$ cat src/include/spimad_pkg.sv
package spimad_pkg;
   // ==========================================
   // Command byte layout
   localparam int CMD_OP_MSB = 7;
   localparam int CMD_OP_LSB = 3;
   localparam logic [4:0] OP_SEQ_WR = 5'h03;
   localparam logic [4:0] OP_SEQ_RD = 5'h07;
   localparam logic [4:0] OP_RND_WR = 5'h01;
   localparam logic [4:0] OP_RND_RD = 5'h05;
   localparam logic [7:0] DUMMY_BYTE_CMD = 8'hFF;
   localparam logic [2:0] PROG_RAM_HI = 3'h6;
   // ==========================================
   // Geometry and status
   localparam int ADDR_W = 11;
   localparam int BYTE_W = 8;
   localparam int STATUS_READY_BIT = 7;
   localparam logic [2:0] LAST_BIT = 3'h7;
   localparam logic [2:0] SYNC_RST = 3'h7;
   // ==========================================
   // Decoder states
   typedef enum logic [7:0] {
      SPIMAD_IDLE    = 8'h01,
      SPIMAD_ADDR    = 8'h02,
      SPIMAD_SEQ_WR  = 8'h04,
      SPIMAD_SEQ_RD  = 8'h08,
      SPIMAD_RW_ADDR = 8'h10,
      SPIMAD_RW_DATA = 8'h20,
      SPIMAD_RND_RD  = 8'h40,
      SPIMAD_IGNORE  = 8'h80
   } spimad_state_t;
   typedef enum logic [1:0] {
      SPIMAD_K_SEQ_WR = 2'h0,
      SPIMAD_K_SEQ_RD = 2'h1,
      SPIMAD_K_RND_WR = 2'h2,
      SPIMAD_K_RND_RD = 2'h3
   } spimad_kind_t;
endpackage

$ cat src/logic/spimad_top.sv
`timescale 1ns/1ps
// Function
// - Command low three bits give address 10:8, next byte gives address 7:0.
// - Sequential write codes 0x18 packet, 0x19 backup, 0x1B modem configuration.
// - Sequential read codes 0x38, 0x39, 0x3B, then address then dummy bytes.
// - Random write: pairs of low address and data, written in same block.
// - Random read: addresses then two dummies; data returns two bytes later.
// - Sequential read: first byte after address is meaningless, second holds data.
// - Sequential read advances address by one per further dummy byte.
// - Program RAM written only by sequential write 0x1E; no other access.
// - Byte 0xFF is a no-operation; only status returns.
// - Single sequential read returns data during the fourth byte.
// - Sequential write increments address after each data byte until deselect.
// - Status byte returned for every byte that carries no read data; bit 7 shows port ready.
// - One command per chip-select-low period; deselect ends the access.
module spimad_top (
   input wire logic CLK,
   input wire logic RST_N,
   input wire logic SPI_SCLK,
   input wire logic SPI_CS_N,
   input wire logic SPI_MOSI,
   output logic SPI_MISO,
   input wire logic PORT_READY,
   input wire logic [6:0] STATUS_LOW,
   output logic MEM_WE,
   output logic MEM_RE,
   output logic MEM_PROG,
   output logic [spimad_pkg::ADDR_W-1:0] MEM_ADDR,
   output logic [spimad_pkg::BYTE_W-1:0] MEM_WDATA,
   input wire logic [spimad_pkg::BYTE_W-1:0] MEM_RDATA
);
   // ==========================================
   // Pin synchronisers
   // SCLK must stay below about a tenth of CLK: sync delay plus the read turnaround fit in half a period.
   logic [2:0] sclk_s_q;
   logic [2:0] cs_s_q;
   logic [2:0] mosi_s_q;
   always_ff @(posedge CLK) begin
      if (!RST_N) begin
         sclk_s_q <= 3'h0;
         cs_s_q <= spimad_pkg::SYNC_RST;
         mosi_s_q <= 3'h0;
      end else begin
         sclk_s_q <= {sclk_s_q[1:0], SPI_SCLK};
         cs_s_q <= {cs_s_q[1:0], SPI_CS_N};
         mosi_s_q <= {mosi_s_q[1:0], SPI_MOSI};
      end
   end
   wire sclk_rise = sclk_s_q[1] & ~sclk_s_q[2];
   wire sclk_fall = ~sclk_s_q[1] & sclk_s_q[2];
   wire cs_fall = ~cs_s_q[1] & cs_s_q[2];
   wire selected = ~cs_s_q[1];
   wire mosi_bit = mosi_s_q[2];

   // ==========================================
   // Byte receiver
   logic [2:0] bit_cnt_q;
   logic [6:0] rx_q;
   logic first_q;
   wire byte_done = selected & sclk_rise & (bit_cnt_q == spimad_pkg::LAST_BIT);
   wire [7:0] rx_byte = {rx_q, mosi_bit};
   always_ff @(posedge CLK) begin
      if (!RST_N || !selected) begin
         bit_cnt_q <= 3'h0;
         rx_q <= 7'h00;
      end else if (sclk_rise) begin
         bit_cnt_q <= bit_cnt_q + 3'h1;
         rx_q <= rx_byte[6:0];
      end
   end

   // ==========================================
   // Command decode
   function automatic logic op_is(input logic [7:0] b, input logic [4:0] op);
      op_is = (b[spimad_pkg::CMD_OP_MSB:spimad_pkg::CMD_OP_LSB] == op);
   endfunction
   wire [2:0] hi_bits = rx_byte[2:0];
   wire hi_prog = (hi_bits == spimad_pkg::PROG_RAM_HI);
   wire is_seq_wr = op_is(rx_byte, spimad_pkg::OP_SEQ_WR);
   wire is_seq_rd = op_is(rx_byte, spimad_pkg::OP_SEQ_RD) & ~hi_prog;
   wire is_rnd_wr = op_is(rx_byte, spimad_pkg::OP_RND_WR) & ~hi_prog;
   wire is_rnd_rd = op_is(rx_byte, spimad_pkg::OP_RND_RD) & ~hi_prog;
   wire is_cmd = is_seq_wr | is_seq_rd | is_rnd_wr | is_rnd_rd;

   // ==========================================
   // Decoder state machine
   spimad_pkg::spimad_state_t state_q, state_d;
   spimad_pkg::spimad_kind_t kind_q;
   logic [spimad_pkg::ADDR_W-1:0] addr_q;
   logic prog_q;
   // State decode shared by the strobes and the address update
   wire st_idle = (state_q == spimad_pkg::SPIMAD_IDLE);
   wire st_addr = (state_q == spimad_pkg::SPIMAD_ADDR);
   wire st_seq_wr = (state_q == spimad_pkg::SPIMAD_SEQ_WR);
   wire st_seq_rd = (state_q == spimad_pkg::SPIMAD_SEQ_RD);
   wire st_rw_addr = (state_q == spimad_pkg::SPIMAD_RW_ADDR);
   wire st_rw_data = (state_q == spimad_pkg::SPIMAD_RW_DATA);
   wire st_rnd_rd = (state_q == spimad_pkg::SPIMAD_RND_RD);
   wire kind_rnd_rd = (kind_q == spimad_pkg::SPIMAD_K_RND_RD);
   always_comb begin
      state_d = state_q;
      unique case (state_q)
         spimad_pkg::SPIMAD_IDLE: begin
            // Unknown codes and the no-operation byte leave only status flowing
            state_d = is_cmd ? spimad_pkg::SPIMAD_ADDR : spimad_pkg::SPIMAD_IGNORE;
         end
         spimad_pkg::SPIMAD_ADDR: begin
            unique case (kind_q)
               spimad_pkg::SPIMAD_K_SEQ_WR: state_d = spimad_pkg::SPIMAD_SEQ_WR;
               spimad_pkg::SPIMAD_K_SEQ_RD: state_d = spimad_pkg::SPIMAD_SEQ_RD;
               spimad_pkg::SPIMAD_K_RND_WR: state_d = spimad_pkg::SPIMAD_RW_DATA;
               spimad_pkg::SPIMAD_K_RND_RD: state_d = spimad_pkg::SPIMAD_RND_RD;
            endcase
         end
         spimad_pkg::SPIMAD_RW_ADDR: state_d = spimad_pkg::SPIMAD_RW_DATA;
         spimad_pkg::SPIMAD_RW_DATA: state_d = spimad_pkg::SPIMAD_RW_ADDR;
         spimad_pkg::SPIMAD_SEQ_WR, spimad_pkg::SPIMAD_SEQ_RD,
         spimad_pkg::SPIMAD_RND_RD, spimad_pkg::SPIMAD_IGNORE: state_d = state_q;
         default: state_d = spimad_pkg::SPIMAD_IGNORE;
      endcase
   end

   // Memory strobes issued at the end of a byte
   wire do_wr = byte_done & (st_seq_wr | st_rw_data);
   wire do_seq_rd = byte_done & st_seq_rd;
   // Random reads issue from the first address byte on, dummies too, to keep the two-byte pipe full
   wire do_rnd_rd = byte_done & ((st_addr & kind_rnd_rd) | st_rnd_rd);
   wire [spimad_pkg::ADDR_W-1:0] rnd_addr = {addr_q[10:8], rx_byte};
   // No block length cap: the address wraps at 11 bits and the host keeps to the block sizes
   wire [spimad_pkg::ADDR_W-1:0] addr_inc = addr_q + 11'h001;
   wire take_low = byte_done & (st_addr | st_rw_addr);
   wire do_inc = byte_done & (st_seq_wr | st_seq_rd);

   always_ff @(posedge CLK) begin
      if (!RST_N || !selected) begin
         state_q <= spimad_pkg::SPIMAD_IDLE;
         kind_q <= spimad_pkg::SPIMAD_K_SEQ_WR;
         addr_q <= 11'h000;
         prog_q <= 1'b0;
      end else if (byte_done) begin
         state_q <= state_d;
         if (st_idle) begin
            addr_q <= {hi_bits, 8'h00};
            prog_q <= is_seq_wr & hi_prog;
            kind_q <= is_seq_rd ? spimad_pkg::SPIMAD_K_SEQ_RD :
                      is_rnd_wr ? spimad_pkg::SPIMAD_K_RND_WR :
                      is_rnd_rd ? spimad_pkg::SPIMAD_K_RND_RD : spimad_pkg::SPIMAD_K_SEQ_WR;
         end else if (take_low) begin
            addr_q <= rnd_addr;
         end else if (do_inc) begin
            addr_q <= addr_inc;
         end
      end
   end

   // ==========================================
   // Memory port
   always_ff @(posedge CLK) begin
      if (!RST_N) begin
         MEM_WE <= 1'b0;
         MEM_RE <= 1'b0;
         MEM_PROG <= 1'b0;
         MEM_ADDR <= 11'h000;
         MEM_WDATA <= 8'h00;
      end else begin
         MEM_WE <= do_wr;
         MEM_RE <= do_seq_rd | do_rnd_rd;
         if (do_wr || do_seq_rd || do_rnd_rd) begin
            MEM_ADDR <= do_rnd_rd ? rnd_addr : addr_q;
            MEM_PROG <= prog_q;
            MEM_WDATA <= rx_byte;
         end
      end
   end

   // ==========================================
   // Transmit side
   // Read data is taken one cycle after the strobe and the next byte is loaded then.
   logic load_q;
   logic seq_load_q;
   logic rnd_load_q;
   logic pipe_ok_q;
   logic [7:0] pipe_q;
   logic [7:0] tx_q;
   // The fall after the last rise must not shift, or the freshly loaded byte loses its top bit
   wire tx_shift = selected & sclk_fall & (bit_cnt_q != 3'h0);
   wire [7:0] status_byte = {PORT_READY, STATUS_LOW};
   wire [7:0] load_byte = seq_load_q ? MEM_RDATA :
                          (rnd_load_q & pipe_ok_q) ? pipe_q : status_byte;
   always_ff @(posedge CLK) begin
      if (!RST_N || !selected) begin
         load_q <= 1'b0;
         seq_load_q <= 1'b0;
         rnd_load_q <= 1'b0;
      end else begin
         load_q <= byte_done;
         seq_load_q <= do_seq_rd;
         rnd_load_q <= do_rnd_rd;
      end
   end
   always_ff @(posedge CLK) begin
      if (!RST_N || !selected) begin
         pipe_q <= 8'h00;
         pipe_ok_q <= 1'b0;
      end else if (rnd_load_q) begin
         pipe_q <= MEM_RDATA;
         pipe_ok_q <= 1'b1;
      end
   end
   always_ff @(posedge CLK) begin
      if (!RST_N) begin
         tx_q <= 8'hFF;
      // Chip select fall reloads status ahead of any stale byte left from an aborted frame
      end else if (cs_fall) begin
         tx_q <= status_byte;
      end else if (load_q) begin
         tx_q <= load_byte;
      end else if (tx_shift) begin
         tx_q <= {tx_q[6:0], 1'b1};
      end
   end
   assign SPI_MISO = tx_q[spimad_pkg::STATUS_READY_BIT];
endmodule

$ cat config.mk
export PLATFORM = sky130hd
export DESIGN_NAME = spimad_top
export DESIGN_NICKNAME = d
export VERILOG_FILES = /design/src/include/spimad_pkg.sv /design/src/logic/spimad_top.sv
export SDC_FILE = /design/constraint.sdc
export NUM_CORES = 1
export LEC_CHECK = 0
export BUFFER_PORTS_ARGS = -buffer_cell sky130_fd_sc_hd__buf_2
export CORE_AREA = 3 3 94 96
export CTS_BUF_LIST = sky130_fd_sc_hd__clkbuf_8
export DETAILED_ROUTE_END_ITERATION = 12
export DIE_AREA = 0 0 97 99
export PLACE_DENSITY = 0.71
export SLEW_MARGIN = 30
export SYNTH_ARGS = -nofsm -noshare
export SYNTH_HDL_FRONTEND = slang
export SYNTH_SLANG_ARGS = --single-unit
$ cat constraint.sdc
create_clock -name CLK -period 2 [get_ports CLK]
set_input_delay 0.2 -clock CLK [delete_from_list [all_inputs] [get_ports CLK]]
set_output_delay 0.2 -clock CLK [all_outputs]
set_load 0.03 [all_outputs]
Yosys cells after proc, flatten, opt, wreduce, memory -nomap -nowiden
Index checks and enable logic that the tools add are counted.
{ "word_totals": {"regBits": 83, "inputBits": 21, "output_inout_bits": 23, "elab_cells": 101} }
{ "op_classes": {"add_sub_neg": 2, "eq_ne": 18, "n_mux": 15, "bitwise": 31, "n_reduce_logical": 14} }
{ "ops": {"columns": ["cell", "count"], "rows": [
  ["$mux 8", 7],
  ["$pmux 8 s5", 1],
  ["$mux 11", 3],
  ["$pmux 8 s4", 1],
  ["$and 1x1->1", 18],
  ["$add 11x1->11 const B", 1],
  ["$eq 5x3->1 const B", 2],
  ["$reduce_bool 3->1", 3],
  ["$eq 8x1->1 const B", 1],
  ["$eq 8x2->1 const B", 1],
  ["$eq 8x3->1 const B", 1],
  ["$eq 8x4->1 const B", 1],
  ["$eq 8x5->1 const B", 1],
  ["$eq 8x6->1 const B", 1],
  ["$eq 8x7->1 const B", 1],
  ["$eq 8x8->1 const B", 1],
  ["$or 1x1->1", 8],
  ["$eq 3x3->1 const B", 2],
  ["$mux 2", 3],
  ["$reduce_and 2->1", 3],
  ["$eq 5x1->1 const B", 1],
  ["$eq 5x2->1 const B", 1],
  ["$not 1->1", 5],
  ["$eq 2x2->1 const B", 2],
  ["other kinds (9)", 11]
]} }

Logic depth before layout (Yosys ltp)
{ "logic_depth": {"ltp_word": 8, "depth_mapped": 9} }

Least setup slack after synthesis
No wires, ideal clock.
{ "synth_timing": {"kind": "reg2reg", "start": "register state_q[2]", "end": "register MEM_ADDR[5] in the netlist's numbering", "setup_ps": 121, "t_arrival_ps": 2114, "path_slack_ps": -235, "stages_incl_launch_ff": 9, "n_path_buf": 3, "path_cell_list": "dfxtp_1 > buf_6 > or4_4 > buf_6 > or4_4 > a21boi_1 > buf_6 > mux2i_1 > a21oi_1"} }
{ "synth_between": {"elab_chain_cells": 5, "word_cells_on_any_way": 14} }
{ "synth_rtl": {"columns": ["item", "line_no", "rtl"], "rows": [
  ["from (decl)", "spimad_top.sv:87", "spimad_pkg::spimad_state_t state_q, state_d;"],
  ["from (signal assigned)", "spimad_top.sv:136", "state_q <= spimad_pkg::SPIMAD_IDLE;"],
  ["from (signal assigned)", "spimad_top.sv:141", "state_q <= state_d;"],
  ["$eq 8x2->1, or another cell as far along", "spimad_top.sv:93", "wire st_addr = (state_q == spimad_pkg::SPIMAD_ADDR);"],
  ["$and 1x1->1 / $or 1x1->1 (equally long branches)", "spimad_top.sv:127, spimad_top.sv:124", null],
  ["$or 1x1->1 / $and 1x1->1 (equally long branches)", "spimad_top.sv:127, spimad_top.sv:124", null],
  ["$and 1x1->1 / $logic_or 1x1->1 (equally long branches)", "spimad_top.sv:127, spimad_top.sv:168", null],
  ["$mux 8 / $logic_or 1x1->1 (equally long branches)", "spimad_top.sv:169, spimad_top.sv:168", null],
  ["to (signal assigned)", "spimad_top.sv:169", "MEM_ADDR <= do_rnd_rd ? rnd_addr : addr_q;"],
  ["to (decl)", "spimad_top.sv:28", "output logic [spimad_pkg::ADDR_W-1:0] MEM_ADDR,"]
]} }
Several ways; a longest one is shown, not always the timed one.
A chain may end at the register's enable or synchronous reset.

Worst setup path after layout
{ "layout_timing": {"start": "register state_q[0]", "end": "register MEM_ADDR[1] in the netlist's numbering"} }
Same word-level chain as after synthesis.

==> metrics.md <==
| Metric | Value |
|---|---|
| Crit path time final | 2240 ps |
| Post-route clock period utilization | 112% |
| Drt pass-1 iters | 6 |
| Crit Path Class | flip-flop to flip-flop |
| Number of diodes | 0 |
| Hold Crit Class | primary input to flip-flop |
| Worst R2R End | MEM_ADDR[1] |
| Via count | 4043 |
| Clock sink count | 83 |
| Vias in the first global route | 3743 |
| Synth-to-layout area growth | 36.4% |
| Syn Inst Count | 477 |
| Clk slew on worst S/H paths | 100 ps |
| R2R Path Start | state_q[0] |
| Finished Cell Area | 0.00541 mm² |
| Starting density of the core | 48.8% |
| Maximum fanout along the worst path | 20 |
| Element type at the critical path end | flip-flop |
| Status | finished with violations |
| Most common cell after layout, fill and taps aside | dfxtp_1 |
| Slew HR | 50.6% |
| Post-synth EDFFs | 0 |
| Area occupied by multi-input gates | 0.00241 mm² |
| CTS Buf Count | 9 |
| Slew Viols, Final | 0 |
| Commonest cells after routing, fill and taps aside | dfxtp_1 (75), nand2_1 (62), buf_4 (59) |
| CP required | 2300 ps |
| Row Count | 33 |
| Skew-Pair Late Insertion Delay | 370 ps |
| Ys flop type | dfxtp_1 |
| Initial antenna violation count | 0 |
| CTS tree | built |
| Synth cell types | 57 |
| Layout cell share with drive strength beyond 1 | 36.3% |
| Die span in x | 97 µm |
| Failing checks | setup timing |
| Placed Cells incl. Taps | 654 |
| Crit. Startpoint | state_q[0] |
| Critical path arrival | 2530 ps |
| Global-route wire length before repair | 17800 µm |
| Count of buffers inserted at the top-level ports | 43 |
| Initial DRC count | 291 |
| Cell Area, Synth | 0.00397 mm² |
| F_max | 0.447 GHz |
| Worst-case clock buffer depth | 2 |
| Total length of routed wires | 12200 µm |
| RSZ-0062 raised after global routing | yes |
| H-tree depth | 3 |
| All-layer global routing usage | 22.8% |
| WL per Instance | 17.8 µm |
| Layout Nets | 601 |
| HPWL after detailed placement | 6970 µm |
| # fillers | 605 |
| Sequential share of the synthesized area | 41.9% |
| P per Cell Area | 546 mW/mm² |
| Clock root cell | clkbuf_8 |
| Worst-margin pin slew | 737 ps |
| Min-Delay Endpoint | cs_s_q[0] |
| Setup-failing EPs final | 31 |
| Crit path launch type | flip-flop |
| Ys async rst share | 0% |
| Hold Buf Count CTS | 0 |
| I/O pin total | 44 |
| Endpoints failing hold | 0 |
| FF-to-FF path depth | 6 |
| Die area | 0.00960 mm² |
| Via/cell ratio | 5.89 |
| Final Skew | 11.5 ps |
| Core area | 0.00813 mm² |
| Avg Cell Area, Syn | 8.32 µm² |
| Remaining DRCs | 0 |
| Remaining global-route overflow | 0 |
| Synthesis-stage register bit count | 83 |
| Final WS setup | -240 ps |
| Largest net degree at the start of global routing | 49 |
| GPL Wtd Cong | 0.834 |
| LEAKAGE | 2.19 nW |
| Hold path cells | 2 |
| Die H | 99 µm |
| Non-filler cells, final | 686 |
| Syn Nets | 502 |
| Setup tns final | -2910 ps |
| Hold path start | SPI_CS_N |
| R2R setup slack | -240 ps |
| Area taken by flip-flops and latches | 0.00167 mm² |
| DP Area | 0.00468 mm² |
| Synth Warn # | 0 |
| Post-route ant nets | 0 |
| Peak supply drop | 265 µV |
| Max-cap violation count | 0 |
## metrics by stage
step                worst slack [ps]  util, %  hold slack, ps  power (W)
floorplan                       -213        -             301    0.00177
global placement                -347     57.5             392    0.00182
detailed placement              -252     57.5             391    0.00182
CTS                             -120     63.7            6.34    0.00296
global route                    -283     66.5            23.9    0.00303
finish                          -240     66.5            9.94    0.00295
## cells by family after synthesis
logic type	synth area share, %
fa+ha+maj	1.26
flops	41.9
compound gates	17.7
xor+xnor	1.99
buf+inv	5.52
mux	6.34
simple gates	25.3
## state kept, by name (all words and copies together), names as in the netlist
signal	cells
load_q	1
rx_q	7
tx_q	8
mosi_s_q	3
MEM_ADDR	11
MEM_WE	1
bit_cnt_q	3
MEM_WDATA	8
addr_q	11
sclk_s_q	3
cs_s_q	3
pipe_ok_q	1
seq_load_q	1
state_q	8
rnd_load_q	1
MEM_PROG	1
kind_q	2
prog_q	1
pipe_q	8
MEM_RE	1
## worst max-delay path by stage
stage	slack, ps	end	cells after the start
floorplan	-210	MEM_ADDR[5]	8
global placement	-350	addr_q[7]	8
detailed placement	-250	state_q[4]	8
CTS	-120	MEM_PROG	7
global route	-280	MEM_ADDR[1]	6
finish	-240	MEM_ADDR[1]	6
## cells in the mapped netlist (all sizes together), types with 4 or more instances
| library cell | n | area, µm² |
|---|---|---|
| buf | 16 | 109 |
| o211ai | 7 | 57.6 |
| o21ai | 42 | 210 |
| a31oi | 5 | 46.3 |
| or2 | 4 | 25.0 |
| nor4 | 8 | 71.3 |
| and2 | 8 | 50.1 |
| ha | 4 | 50.1 |
| mux2i | 24 | 240 |
| or4 | 6 | 52.6 |
| nand3 | 21 | 105 |
| a21oi | 37 | 185 |
| or3 | 4 | 25.0 |
| dfxtp | 83 | 1660 |
| a211oi | 7 | 52.6 |
| xor2 | 7 | 61.3 |
| nand2b | 6 | 37.5 |
| nor3 | 9 | 45.0 |
| nor2 | 36 | 135 |
| inv | 12 | 45.0 |
| clkbuf | 16 | 61.3 |
| a22oi | 5 | 37.5 |
| nor2b | 8 | 50.1 |
| and3 | 5 | 31.3 |
| nand2 | 62 | 233 |
## where the power goes
group / total (W) / switching [W] / internal [W]
logic: 0.000117 / 0.0000679 / 0.0000494
registers: 0.00167 / 0.00000859 / 0.00167
clock network: 0.00116 / 0.000691 / 0.000470
## critical path: stages (launching register included)
cell,delay (ps)
dfxtp_2,340
or4_4,540
or4_4,510
a31oi_4,250
buf_12,210
o21ai_1,100
a21oi_1,210
## timing repair
item,4_1_cts,5_1_grt
hold endpoints to repair,0,0
setup endpoints to repair,40,42
cloned,5,2
resized for setup,41,41
pin swaps,18,18
setup buffers,7,4
## layout make-up
cell class	instances	area share [%]
Timing Repair Buffer	120	17.9
Multi-Input combinational cell	349	44.5
Sequential cell	83	30.9
Clock inverter	7	1.09
Clock buffer	9	2.29
Tap cell	105	2.43
Inverter	13	0.902
## per-layer routing
layer / global-route usage (%) / up-vias / share of wire [%] / wire length, µm
met1: 29.2 / 1929 / 40 / 4920
met4: 10.7 / 0 / 4.2 / 512
met2: 37.1 / 179 / 49 / 5950
met3: 4.10 / 44 / 6.9 / 844
li1: - / 1891 / - / -
met5: 1.03 / - / 0 / 0
(Power assumes the default switching activity.)
